`src/rtl/etcc_pkg.sv`:
```
/*
 * etcc_pkg: register offsets, field positions, reset values and carrier
 * types for the edge timed current control block.
 * assumes: included before every other design file of the block.
 */
package etcc_pkg;

    ////////////////////////////////////////////////////////////////////////
    // register byte addresses on the wishbone slave
    localparam logic [3:0] ETCC_ADDR_SOURCE_SETTING = 4'h0;
    localparam logic [3:0] ETCC_ADDR_CTRL_LOW = 4'h4;
    localparam logic [3:0] ETCC_ADDR_CTRL_HIGH = 4'h8;
    localparam logic [3:0] ETCC_ADDR_IRQ_STATUS = 4'hc;

    // reads of the interrupt mask sit past the status word
    localparam logic [4:0] ETCC_ADDR_IRQ_MASK = 5'h10;

    ////////////////////////////////////////////////////////////////////////
    // source setting word: range in 9:8, trim in 7:2
    localparam int ETCC_RANGE_LSB = 8;
    localparam int ETCC_TRIM_LSB = 2;
    localparam logic [1:0] ETCC_RANGE_LOWEST = 2'h0;
    localparam logic [5:0] ETCC_TRIM_NEUTRAL = 6'h00;
    localparam logic [5:0] ETCC_TRIM_MAX_DOWN = 6'h20;
    localparam logic [5:0] ETCC_TRIM_MAX_UP = 6'h1f;

    // low control byte
    localparam int ETCC_CHAN2_POL_BIT = 7;
    localparam int ETCC_CHAN2_SEL_LSB = 5;
    localparam int ETCC_CHAN1_POL_BIT = 4;
    localparam int ETCC_CHAN1_SEL_LSB = 2;
    localparam int ETCC_CHAN2_HIT_BIT = 1;
    localparam int ETCC_CHAN1_HIT_BIT = 0;

    // high control byte
    localparam int ETCC_UNIT_ON_BIT = 7;
    localparam int ETCC_GATE_ON_BIT = 3;
    localparam int ETCC_ORDER_EN_BIT = 2;

    // interrupt status/mask bit
    localparam int ETCC_IRQ_DONE_BIT = 0;

    localparam logic [7:0] ETCC_BYTE_RESET = 8'h00;
    localparam int ETCC_SYNC_STAGES = 3;

    ////////////////////////////////////////////////////////////////////////
    typedef struct packed {
        logic       polarity;
        logic [1:0] source_sel;
    } etcc_chan_cfg_t;

    typedef struct packed {
        logic unit_on;
        logic channel_gate_on;
        logic order_filter_en;
    } etcc_mode_t;

endpackage

```
`src/rtl/etcc_sync.sv`:
```
/*
 * etcc_sync: three-stage synchroniser for one asynchronous level; the
 * output changes only when stages two and three agree.
 * assumes: ref_clk domain, synchronous active-high reset.
 */
module etcc_sync
    import etcc_pkg::*;
(
    // clock and control
    input wire logic ref_clk,
    input wire logic srst,
    input wire logic clk_en,
    // level
    input wire logic async_in,
    output logic sync_out
);

    logic [ETCC_SYNC_STAGES-1:0] stage_q;
    logic [ETCC_SYNC_STAGES-1:0] stage_d;
    logic out_q;
    logic out_d;

    always_comb begin
        stage_d = {stage_q[ETCC_SYNC_STAGES-2:0], async_in};
        out_d = out_q;
        // stage 0 feeds only stage 1
        if (stage_q[1] == stage_q[2]) begin
            out_d = stage_q[2];
        end
    end

    always_ff @(posedge ref_clk) begin
        if (srst) begin
            stage_q <= '0;
            out_q <= 1'b0;
        end else if (clk_en) begin
            stage_q <= stage_d;
            out_q <= out_d;
        end
    end

    assign sync_out = out_q;

endmodule

```
`src/rtl/etcc_edge_chan.sv`:
```
/*
 * etcc_edge_chan: one edge channel; picks one of four sources and turns
 * the present level into an event level according to polarity.
 * assumes: sources already in the ref_clk domain.
 */
module etcc_edge_chan
    import etcc_pkg::*;
(
    // configuration
    input wire etcc_chan_cfg_t cfg,
    // the four candidate sources
    input wire logic [3:0] sources,
    // result
    output logic event_lvl
);

    logic picked;

    always_comb begin
        picked = sources[cfg.source_sel];
        // level compare, no transition detect; polarity 0 means low is the event
        event_lvl = cfg.polarity ? picked : ~picked;
    end

endmodule

```
`src/rtl/etcc_top.sv`:
```
/*
 * etcc_top: digital control of the charge time unit: two level-sensitive
 * edge channels, status bits, current source gate and its interrupt.
 * assumes: classic wishbone master on ref_clk, pins asynchronous,
 * event triggers synchronous to ref_clk.
 */
// What this block does
// Two-bit range field selects one of three ranges; zero is lowest.
// Six-bit signed trim: zero neutral, 100000 most down, 011111 most up.
// Each channel picks its source by a two-bit field, bits 3:2 and 6:5.
// Channels react to the present level, not to transitions.
// Polarity bits: bit 7 channel two, bit 4 channel one.
// With order filter on, channel two counts only after channel one.
// Status bits 1:0 set by hardware on a channel event.
// Config change matching present level sets the status bit at once.
// Current source on only while exactly one status bit is set.
// Software clears both status bits together before the next measurement.
// Software may write status bits to set or clear them.
// Interrupt flag set when current source turns off; masked request.
// Both channels blocked unless the gate-on bit 3 is set.
// Unit-on bit 7 of high byte; clearing it disables the unit.
// Polarity bit clear means negative, high-to-low response.
// Reset zeroes all control and status; source off, channels blocked.
module etcc_top
    import etcc_pkg::*;
(
    // clock, reset, enable
    input wire logic ref_clk,
    input wire logic srst,
    input wire logic clk_en,
    // wishbone slave
    input wire logic wb_cyc_i,
    input wire logic wb_stb_i,
    input wire logic wb_we_i,
    input wire logic [4:0] wb_adr_i,
    input wire logic [3:0] wb_sel_i,
    input wire logic [31:0] wb_dat_i,
    output logic [31:0] wb_dat_o,
    output logic wb_ack_o,
    // edge sources
    input wire logic ext_trigger_pin_a,
    input wire logic ext_trigger_pin_b,
    input wire logic [1:0] special_trigger,
    // analog control
    output logic current_src_en,
    output logic [1:0] current_range_sel,
    output logic [5:0] current_trim,
    // interrupt
    output logic irq
);

    ////////////////////////////////////////////////////////////////////////
    // register state
    logic [1:0] range_q, range_d;
    logic [5:0] trim_q, trim_d;
    etcc_chan_cfg_t chan1_cfg_q, chan1_cfg_d;
    etcc_chan_cfg_t chan2_cfg_q, chan2_cfg_d;
    etcc_mode_t mode_q, mode_d;
    logic chan1_hit_q, chan1_hit_d;
    logic chan2_hit_q, chan2_hit_d;
    logic irq_stat_q, irq_stat_d;
    logic irq_mask_q, irq_mask_d;
    logic src_en_q, src_en_d;
    logic irq_q, irq_d;
    logic ack_q, ack_d;
    logic [31:0] rdata_q, rdata_d;

    ////////////////////////////////////////////////////////////////////////
    // edge sources: pins through synchronisers, triggers used directly
    logic pin_a_s;
    logic pin_b_s;
    logic [3:0] sources;
    logic chan1_evt;
    logic chan2_evt;

    etcc_sync u_sync_a (
        .ref_clk(ref_clk),
        .srst(srst),
        .clk_en(clk_en),
        .async_in(ext_trigger_pin_a),
        .sync_out(pin_a_s)
    );

    etcc_sync u_sync_b (
        .ref_clk(ref_clk),
        .srst(srst),
        .clk_en(clk_en),
        .async_in(ext_trigger_pin_b),
        .sync_out(pin_b_s)
    );

    assign sources = {special_trigger[1], special_trigger[0], pin_b_s, pin_a_s};

    // source mux and polarity per channel
    etcc_edge_chan u_chan1 (
        .cfg(chan1_cfg_q),
        .sources(sources),
        .event_lvl(chan1_evt)
    );

    etcc_edge_chan u_chan2 (
        .cfg(chan2_cfg_q),
        .sources(sources),
        .event_lvl(chan2_evt)
    );

    ////////////////////////////////////////////////////////////////////////
    // bus decode
    logic bus_req;
    logic wr_src, wr_low, wr_high, wr_stat, wr_mask;
    logic [31:0] read_mux;

    always_comb begin
        bus_req = wb_cyc_i && wb_stb_i && !ack_q;
        wr_src = bus_req && wb_we_i && wb_adr_i == {1'b0, ETCC_ADDR_SOURCE_SETTING};
        wr_low = bus_req && wb_we_i && wb_sel_i[0]
            && wb_adr_i == {1'b0, ETCC_ADDR_CTRL_LOW};
        wr_high = bus_req && wb_we_i && wb_sel_i[0]
            && wb_adr_i == {1'b0, ETCC_ADDR_CTRL_HIGH};
        wr_stat = bus_req && wb_we_i && wb_sel_i[0]
            && wb_adr_i == {1'b0, ETCC_ADDR_IRQ_STATUS};
        wr_mask = bus_req && wb_we_i && wb_sel_i[0] && wb_adr_i == ETCC_ADDR_IRQ_MASK;
        read_mux = 32'h0000_0000;
        case (wb_adr_i)
            {1'b0, ETCC_ADDR_SOURCE_SETTING}: begin
                read_mux[ETCC_RANGE_LSB +: 2] = range_q;
                read_mux[ETCC_TRIM_LSB +: 6] = trim_q;
            end
            {1'b0, ETCC_ADDR_CTRL_LOW}: begin
                read_mux[ETCC_CHAN2_POL_BIT] = chan2_cfg_q.polarity;
                read_mux[ETCC_CHAN2_SEL_LSB +: 2] = chan2_cfg_q.source_sel;
                read_mux[ETCC_CHAN1_POL_BIT] = chan1_cfg_q.polarity;
                read_mux[ETCC_CHAN1_SEL_LSB +: 2] = chan1_cfg_q.source_sel;
                read_mux[ETCC_CHAN2_HIT_BIT] = chan2_hit_q;
                read_mux[ETCC_CHAN1_HIT_BIT] = chan1_hit_q;
            end
            {1'b0, ETCC_ADDR_CTRL_HIGH}: begin
                read_mux[ETCC_UNIT_ON_BIT] = mode_q.unit_on;
                read_mux[ETCC_GATE_ON_BIT] = mode_q.channel_gate_on;
                read_mux[ETCC_ORDER_EN_BIT] = mode_q.order_filter_en;
            end
            {1'b0, ETCC_ADDR_IRQ_STATUS}: begin
                read_mux[ETCC_IRQ_DONE_BIT] = irq_stat_q;
            end
            ETCC_ADDR_IRQ_MASK: begin
                read_mux[ETCC_IRQ_DONE_BIT] = irq_mask_q;
            end
            // unmapped addresses read zero and still acknowledge
            default: begin
                read_mux = 32'h0000_0000;
            end
        endcase
    end

    ////////////////////////////////////////////////////////////////////////
    // next state
    logic gates_open;
    logic hw_set1, hw_set2;
    logic [7:0] wlow;

    always_comb begin
        range_d = range_q;
        trim_d = trim_q;
        chan1_cfg_d = chan1_cfg_q;
        chan2_cfg_d = chan2_cfg_q;
        mode_d = mode_q;
        irq_mask_d = irq_mask_q;
        wlow = wb_dat_i[7:0];
        ack_d = bus_req;
        rdata_d = bus_req ? read_mux : rdata_q;

        if (wr_src) begin
            if (wb_sel_i[1]) begin
                range_d = wb_dat_i[ETCC_RANGE_LSB +: 2];
            end
            if (wb_sel_i[0]) begin
                trim_d = wb_dat_i[ETCC_TRIM_LSB +: 6];
            end
        end
        if (wr_low) begin
            chan2_cfg_d.polarity = wlow[ETCC_CHAN2_POL_BIT];
            chan2_cfg_d.source_sel = wlow[ETCC_CHAN2_SEL_LSB +: 2];
            chan1_cfg_d.polarity = wlow[ETCC_CHAN1_POL_BIT];
            chan1_cfg_d.source_sel = wlow[ETCC_CHAN1_SEL_LSB +: 2];
        end
        if (wr_high) begin
            mode_d.unit_on = wb_dat_i[ETCC_UNIT_ON_BIT];
            mode_d.channel_gate_on = wb_dat_i[ETCC_GATE_ON_BIT];
            mode_d.order_filter_en = wb_dat_i[ETCC_ORDER_EN_BIT];
        end
        if (wr_mask) begin
            irq_mask_d = wb_dat_i[ETCC_IRQ_DONE_BIT];
        end

        // events are levels; a config that already matches sets the bit next cycle
        gates_open = mode_q.unit_on && mode_q.channel_gate_on;
        hw_set1 = gates_open && chan1_evt;
        hw_set2 = gates_open && chan2_evt && (!mode_q.order_filter_en || chan1_hit_q);

        // software write first, hardware set wins over a clear
        chan1_hit_d = chan1_hit_q;
        chan2_hit_d = chan2_hit_q;
        if (wr_low) begin
            chan1_hit_d = wlow[ETCC_CHAN1_HIT_BIT];
            chan2_hit_d = wlow[ETCC_CHAN2_HIT_BIT];
        end
        if (hw_set1) begin
            chan1_hit_d = 1'b1;
        end
        if (hw_set2) begin
            chan2_hit_d = 1'b1;
        end

        // unit off keeps the current source dark whatever the status bits say
        src_en_d = mode_q.unit_on && (chan1_hit_q ^ chan2_hit_q);

        irq_stat_d = irq_stat_q;
        if (wr_stat && wb_dat_i[ETCC_IRQ_DONE_BIT]) begin
            irq_stat_d = 1'b0;
        end
        if (src_en_q && !src_en_d) begin
            irq_stat_d = 1'b1;
        end
        irq_d = irq_stat_d && irq_mask_d;
    end

    ////////////////////////////////////////////////////////////////////////
    // registers
    always_ff @(posedge ref_clk) begin
        if (srst) begin

            range_q <= ETCC_RANGE_LOWEST;
            trim_q <= ETCC_TRIM_NEUTRAL;
            chan1_cfg_q <= '0;
            chan2_cfg_q <= '0;
            mode_q <= '0;
            chan1_hit_q <= 1'b0;
            chan2_hit_q <= 1'b0;
            irq_stat_q <= 1'b0;
            irq_mask_q <= 1'b0;
            src_en_q <= 1'b0;
            irq_q <= 1'b0;
            ack_q <= 1'b0;
            rdata_q <= 32'h0000_0000;
        end else if (clk_en) begin
            range_q <= range_d;
            trim_q <= trim_d;
            chan1_cfg_q <= chan1_cfg_d;
            chan2_cfg_q <= chan2_cfg_d;
            mode_q <= mode_d;
            chan1_hit_q <= chan1_hit_d;
            chan2_hit_q <= chan2_hit_d;
            irq_stat_q <= irq_stat_d;
            irq_mask_q <= irq_mask_d;
            src_en_q <= src_en_d;
            irq_q <= irq_d;
            ack_q <= ack_d;
            rdata_q <= rdata_d;
        end
    end

    ////////////////////////////////////////////////////////////////////////
    // outputs, all straight from flip-flops
    assign wb_ack_o = ack_q;
    assign wb_dat_o = rdata_q;
    assign current_src_en = src_en_q;
    assign current_range_sel = range_q;
    assign current_trim = trim_q;
    assign irq = irq_q;

endmodule

```
`config.mk`:
```
export PLATFORM = sky130hd
export DESIGN_NAME = etcc_top
export DESIGN_NICKNAME = d
export VERILOG_FILES = /design/src/rtl/etcc_pkg.sv /design/src/rtl/etcc_sync.sv /design/src/rtl/etcc_edge_chan.sv /design/src/rtl/etcc_top.sv
export SDC_FILE = /design/constraint.sdc
export NUM_CORES = 1
export LEC_CHECK = 0
export ABC_AREA = 1
export BUFFER_PORTS_ARGS = -buffer_cell sky130_fd_sc_hd__buf_2
export CORE_ASPECT_RATIO = 0.9
export CORE_MARGIN = 10
export CORE_UTILIZATION = 47
export DETAILED_ROUTE_END_ITERATION = 10
export MAX_ROUTING_LAYER = met4
export PLACE_DENSITY = 0.8
export SYNTH_ARGS = -nofsm -noshare
export SYNTH_HDL_FRONTEND = slang
export SYNTH_SLANG_ARGS = --single-unit
export TNS_END_PERCENT = 10
```
`constraint.sdc`:
```
create_clock -name ref_clk -period 1.35 [get_ports ref_clk]
set_input_delay 0.135 -clock ref_clk [delete_from_list [all_inputs] [get_ports ref_clk]]
set_output_delay 0.135 -clock ref_clk [all_outputs]
set_load 0.02 [all_outputs]
```
==> results.sh, run 1 <==
export IMPL_cts_sinks=42
export IMPL_cap_violations=0
export IMPL_required_ps=1580
export IMPL_dpl_instance_area_um2=2370
export IMPL_min_to="current_range_sel[1]$_SDFFE_PP0P_"
export IMPL_cts_root_buffer="clkbuf_8"
export IMPL_final_area_um2=2490
export IMPL_routabilityCongestion=0.855
export IMPL_worstSkewPairLatency_ps=300
export IMPL_synth_flop_cell="dfxtp_1"
export IMPL_min_path_type="in2reg"
export IMPL_synth_area_um2=2110
export IMPL_cp_max_fo=11
export IMPL_rsz0062_at_grt="yes"
export IMPL_synth_top_family_by_area="simple AND/OR/NAND/NOR gates"
export IMPL_synth_edf_count=0
export IMPL_fin_ws_ps=110
export IMPL_pre_cts_ws_ps=45.1
export IMPL_initial_core_util=0.480
export IMPL_async_flop_share=0
export IMPL_yosys_area_top_type="dfxtp_1"
export IMPL_worstPathArrival_ps=1470
export IMPL_dieHeight_um=83.6
export IMPL_synthMuxAreaShare=0
export IMPL_fp_row_count=23
export IMPL_synthTopCellsByCount="64 x nand2_1, 42 x dfxtp_1, 38 x nor2_1, 29 x inv_1, 28 x o21ai_0"
export IMPL_h_tree_depth=2
export IMPL_synthAdderAreaFrac=0
export IMPL_power_static_leakage_nw=1.13
export IMPL_viasPerCell=4.80
export IMPL_syn_instance_count=294
export IMPL_ctsLongestPathBuffers=2
export IMPL_r2r_slack_ps=110
export IMPL_tns_ps=0
export IMPL_dp_cells=403
export IMPL_ys_top_cells_by_area="dfxtp_1 40%, nand2_1 11%, buf_4 7.8%, nor2_1 6.7%, o21ai_0 6.6%"
export IMPL_min_from="wb_dat_i[9]"
export IMPL_grt_pass1_wl_um=8620
export IMPL_ios=94
export IMPL_ys_ff_latch=42
export IMPL_globalRoute_totalOverflow=0
export IMPL_final_cells=411
export IMPL_fin_nets=399
export IMPL_cts_made_buffers=5
export IMPL_synthToLayoutAreaGrowth_pct=17.6
export IMPL_first_pass_iters=4
export IMPL_num_antenna_cells=0
export IMPL_ant_nets=0
export IMPL_hold_viol=0
export IMPL_antenna_found_initial=0
export IMPL_cts_setup_buffers=0
export IMPL_skew_ps=6.47
export IMPL_fin_crit_ps=1240
export IMPL_dieArea_um2=7590
export IMPL_cts_reportedPaths_clkPinSlew_ps=80
export IMPL_die_w_um=90.7
export IMPL_finalWirelength_um=5250
export IMPL_yosys_cell_types_count=25
export IMPL_drive_above_1_share=0.238
export IMPL_vdd_drop_max_v=0.000613
export IMPL_finalSetupViolCount=0
export IMPL_cts_tree="built"
export IMPL_drtIter0Drc=150
export IMPL_max_freq_mhz=806
export IMPL_slew_viol_final=0
export IMPL_status="finished clean"
export IMPL_rr_worst_depth=6
export IMPL_power_density_nw_per_um2=1000
export IMPL_track_usage=0.141
export IMPL_core_area_um2=4400
export IMPL_grt_max_degree=23
export IMPL_r2r_end="chan2_cfg_q[0]$_SDFFE_PP0P_"
export IMPL_synth_most_common_cell="nand2_1"
export IMPL_yosysWarnings=0
export IMPL_synth_area_per_cell_um2=7.19
export IMPL_crit_path_start_kind="flop"
export IMPL_wl_per_cell_um=12.8
export IMPL_worstSetupEndpointType="flop"
export IMPL_synth_xor_area_frac=0
export IMPL_yosysSeqAreaShare=0.398
export IMPL_hold_depth=3
export IMPL_synth_top_area_share=0.398
export IMPL_r2r_start="wb_ack_o$_SDFFE_PP0P_"
export IMPL_io_buffers=47
export IMPL_vias=1972
export IMPL_synth_compound_area_frac=0.176
export IMPL_cts_hold_buf=0
export IMPL_fin_crit_sh=0.919
export IMPL_postLayoutCoreUtil=0.565
export IMPL_dp_hpwl_um=4140
export IMPL_route_detailed_drc=0
export IMPL_cts_resized=0
export IMPL_synthSimpleGateAreaFrac=0.269
export IMPL_crit_type="reg2reg"
export IMPL_grt_pass1_vias=1892
==> cell type report <==
| class | count | area [um2] |
|---|---|---|
| clock buffer | 7 | 76.3 |
| clock inverter | 1 | 30.0 |
| fill | 447 | 1920 |
| inverter | 29 | 109 |
| multi-input combinational | 212 | 1030 |
| sequential | 42 | 841 |
| tap | 62 | 77.6 |
| timing repair buffer | 58 | 318 |
==> routing by layer <==
metal	up-vias	part of all wire	routed length, um	track usage
met5	-	0	0	-
met4	0	0.0099	52	0.0390
met3	7	0.089	467	0.0549
met2	72	0.47	2460	0.226
met1	885	0.43	2270	0.161
li1	1008	-	-	-
==> critical path: stages (launching register included) <==
cell and delay, ps:
dfxtp_1 350, nor2_4 150, nand2_1 80, nor2_2 130, nand2_2 140, buf_4 170
a21oi_1 140
==> cell families (layout without fill, tap and decap cells) <==
family                 count (synthesis)  count (layout)
AOI/OAI and AO/OA                     64              64
DFF                                   42              42
other                                  1              22
and+or+nand+nor                      126             126
buffers and inverters                 61              95
==> power by group <==
part           internal, mW  total, mW  switching (mW)
combinational        0.0723      0.248           0.175
clock                 0.553      0.976           0.423
sequential             1.26       1.27          0.0111
==> layout by cell type, fill, tap and decap left out, types with 2 or more instances in the layout <==
| master | count |
|---|---|
| nor2_1 | 36 |
| nand3_1 | 12 |
| o21ai_0 | 28 |
| dfxtp_1 | 42 |
| nand2_2 | 2 |
| inv_1 | 29 |
| nor2_4 | 3 |
| buf_2 | 47 |
| clkbuf_8 | 5 |
| nor2_2 | 3 |
| nand2_4 | 2 |
| conb_1 | 22 |
| nand2_1 | 63 |
| a21oi_1 | 25 |
| clkbuf_1 | 2 |
| a31oi_1 | 3 |
| buf_4 | 11 |
| a211oi_2 | 6 |
==> registers in the layout (all words and copies together), names as in the netlist <==
| name | count |
|---|---|
| chan1_hit_q | 1 |
| chan2_hit_q | 1 |
| chan1_cfg_q | 3 |
| u_sync_b.sync_out | 1 |
| u_sync_a.sync_out | 1 |
| u_sync_b.stage_q | 3 |
| irq_stat_q | 1 |
| current_src_en | 1 |
| wb_ack_o | 1 |
| current_range_sel | 2 |
| u_sync_a.stage_q | 3 |
| irq | 1 |
| irq_mask_q | 1 |
| wb_dat_o | 10 |
| current_trim | 6 |
| mode_q | 3 |
| chan2_cfg_q | 3 |
==> how the worst max path moves through the flow <==
| stage | from | to | slack [ps] | cells past startpoint |
|---|---|---|---|---|
| final | wb_ack_o$_SDFFE_PP0P_ | chan2_cfg_q[0]$_SDFFE_PP0P_ | 110 | 6 |
| after global routing | wb_ack_o$_SDFFE_PP0P_ | chan2_cfg_q[0]$_SDFFE_PP0P_ | -20 | 6 |
| after global placement | wb_ack_o$_SDFFE_PP0P_ | chan2_cfg_q[2]$_SDFFE_PP0P_ | 80 | 6 |
| after floorplan | wb_ack_o$_SDFFE_PP0P_ | current_trim[1]$_SDFFE_PP0P_ | 80 | 7 |
| after detailed placement | wb_ack_o$_SDFFE_PP0P_ | chan2_cfg_q[0]$_SDFFE_PP0P_ | 50 | 6 |
| after CTS | wb_ack_o$_SDFFE_PP0P_ | chan2_cfg_q[0]$_SDFFE_PP0P_ | 20 | 6 |
==> metrics by stage <==
stage               power (mW)  hold slack, ps
finish                    2.49            55.1
detailed placement        1.54             369
global route              2.59            72.8
global placement          1.53             359
CTS                       2.50            55.8
floorplan                 1.50             270
Power figures use the tool's default switching activity.
==> run 2, diff against run 1 <==
--- a/config.mk
+++ b/config.mk
@@ -9,10 +9,9 @@
 export BUFFER_PORTS_ARGS = -buffer_cell sky130_fd_sc_hd__buf_2
 export CORE_ASPECT_RATIO = 0.9
 export CORE_MARGIN = 10
-export CORE_UTILIZATION = 47
+export CORE_UTILIZATION = 35
 export DETAILED_ROUTE_END_ITERATION = 10
 export MAX_ROUTING_LAYER = met4
-export PLACE_DENSITY = 0.8
 export SYNTH_ARGS = -nofsm -noshare
 export SYNTH_HDL_FRONTEND = slang
 export SYNTH_SLANG_ARGS = --single-unit
==> results.sh, run 2 (synthesis results as in run 1) <==
export IMPL_status="finished clean"
export IMPL_drtIter0Drc=69
export IMPL_grt_pass1_wl_um=8510
export IMPL_core_area_um2=5760
export IMPL_postLayoutCoreUtil=0.433
export IMPL_layout_commonest_cell="nand2_1"
export IMPL_cp_max_fo=6
export IMPL_crit_path_start_kind="flop"
export IMPL_nFillCells=651
export IMPL_cts_setup_buffers=0
export IMPL_worst_path_buf_inv=1
export IMPL_ctsLongestPathBuffers=2
export IMPL_final_cell_mix="63 x nand2_1, 47 x buf_2, 42 x dfxtp_1"
export IMPL_grt_pass1_vias=1848
export IMPL_fp_row_count=26
export IMPL_fin_crit_sh=0.935
export IMPL_slowest_stage="dfxtp_1"
export IMPL_hold_viol=0
export IMPL_num_antenna_cells=0
export IMPL_wl_per_cell_um=12.7
export IMPL_track_usage=0.113
export IMPL_crit_type="reg2reg"
export IMPL_finalSetupViolCount=0
export IMPL_ant_nets=0
export IMPL_rsz0062_at_grt="yes"
export IMPL_fin_nets=398
export IMPL_first_pass_iters=4
export IMPL_slew_viol_final=0
export IMPL_crit_top_cell="nor2_1"
export IMPL_synthToLayoutAreaGrowth_pct=18.0
export IMPL_crit_family="simple AND/OR/NAND/NOR gates"
export IMPL_cts_made_buffers=5
export IMPL_cts_root_buffer="clkbuf_8"
export IMPL_vdd_drop_max_v=0.000694
export IMPL_power_static_leakage_nw=1.13
export IMPL_cts_reportedPaths_clkPinSlew_ps=80
export IMPL_required_ps=1550
export IMPL_grt_max_degree=23
export IMPL_globalRoute_totalOverflow=0
export IMPL_skew_ps=9.19
export IMPL_io_buffers=47
export IMPL_dieArea_um2=9550
export IMPL_critPathMaxStageDelay_ps=360
export IMPL_vias=1926
export IMPL_worstPathArrival_ps=1460
export IMPL_antenna_found_initial=0
export IMPL_ios=94
export IMPL_dieHeight_um=93.7
export IMPL_fin_crit_ps=1260
export IMPL_cts_sinks=42
export IMPL_initial_core_util=0.367
export IMPL_drive_above_1_share=0.244
export IMPL_route_detailed_drc=0
export IMPL_min_path_type="in2reg"
export IMPL_die_w_um=102
export IMPL_cts_tree="built"
export IMPL_power_density_nw_per_um2=987
export IMPL_cts_hold_buf=0
export IMPL_finalWirelength_um=5310
export IMPL_dp_hpwl_um=4150
export IMPL_viasPerCell=4.61
export IMPL_h_tree_depth=2
export IMPL_max_freq_mhz=793
export IMPL_worstSkewPairLatency_ps=300
export IMPL_worstSetupEndpointType="flop"
export IMPL_whs_ps=52.0
export IMPL_worstPathCellList="nor2_4, nand2_4, nor2_8, buf_4, nand3_2, nor2_1, nor2_1"
export IMPL_cap_violations=0
export IMPL_routabilityCongestion=0.877
export IMPL_largest_reg_flops=10
-- run 2: worst register-to-register path, cell delays in order, from the launching register on --
cell and delay (ps):
dfxtp_1 360, nor2_4 150, nand2_4 90, nor2_8 130
buf_4 160, nand3_2 100, nor2_1 110, nor2_1 50
-- run 2: through the flow --
| stage | setup slack, ps | cells | setup TNS, ps | instance area (um2) | power (mW) |
|---|---|---|---|---|---|
| floorplan | 81.6 | 315 | 0 | 2190 | 1.50 |
| global placement | 29.5 | 410 | 0 | 2370 | 1.53 |
| detailed placement | 57.5 | 410 | 0 | 2370 | 1.54 |
| CTS | 32.1 | 418 | 0 | 2480 | 2.49 |
| global route | -23.4 | 418 | -73.5 | 2490 | 2.56 |
| finish | 88.2 | 418 | 0 | 2490 | 2.46 |
-- run 2: cell type report --
| class | count | area, um2 | share of cell area |
|---|---|---|---|
| tap | 70 | 87.6 | 0.0351 |
| multi-input combinational | 212 | 1040 | 0.416 |
| timing repair buffer | 57 | 310 | 0.124 |
| inverter | 29 | 109 | 0.0436 |
| sequential | 42 | 841 | 0.337 |
| clock buffer | 8 | 110 | 0.0441 |
-- run 2: power breakdown --
| group | switching [mW] | leakage (nW) | internal [mW] |
|---|---|---|---|
| registers | 0.0105 | 0.340 | 1.26 |
| logic | 0.175 | 0.728 | 0.0709 |
| clock network | 0.432 | 0.0575 | 0.516 |
| total | 0.618 | 1.13 | 1.84 |
-- run 2: per-layer routing --
| layer | part of all wire | wire [um] | global-route usage |
|---|---|---|---|
| met4 | 0.0075 | 40 | 0.0246 |
| met5 | 0 | 0 | - |
| met1 | 0.48 | 2570 | 0.141 |
| met3 | 0.092 | 488 | 0.0456 |
| met2 | 0.42 | 2220 | 0.169 |
-- run 2: timing repair --
item | in CTS | in global routing
gates resized for setup | 0 | 5
endpoints found under the hold margin | 0 | 0
setup endpoints to repair | 0 | 16
-- run 2: final timing paths --
check	cells past startpoint	endpoint	from	slack, ps
min	3	current_range_sel[1]$_SDFFE_PP0P_	wb_dat_i[9]	50
max reg2reg	7	current_range_sel[0]$_SDFFE_PP0P_	wb_ack_o$_SDFFE_PP0P_	90
min reg2reg	2	u_sync_b.sync_out$_SDFFE_PP0P_	u_sync_b.stage_q[2]$_SDFFE_PP0P_	460
max	7	current_range_sel[0]$_SDFFE_PP0P_	wb_ack_o$_SDFFE_PP0P_	90
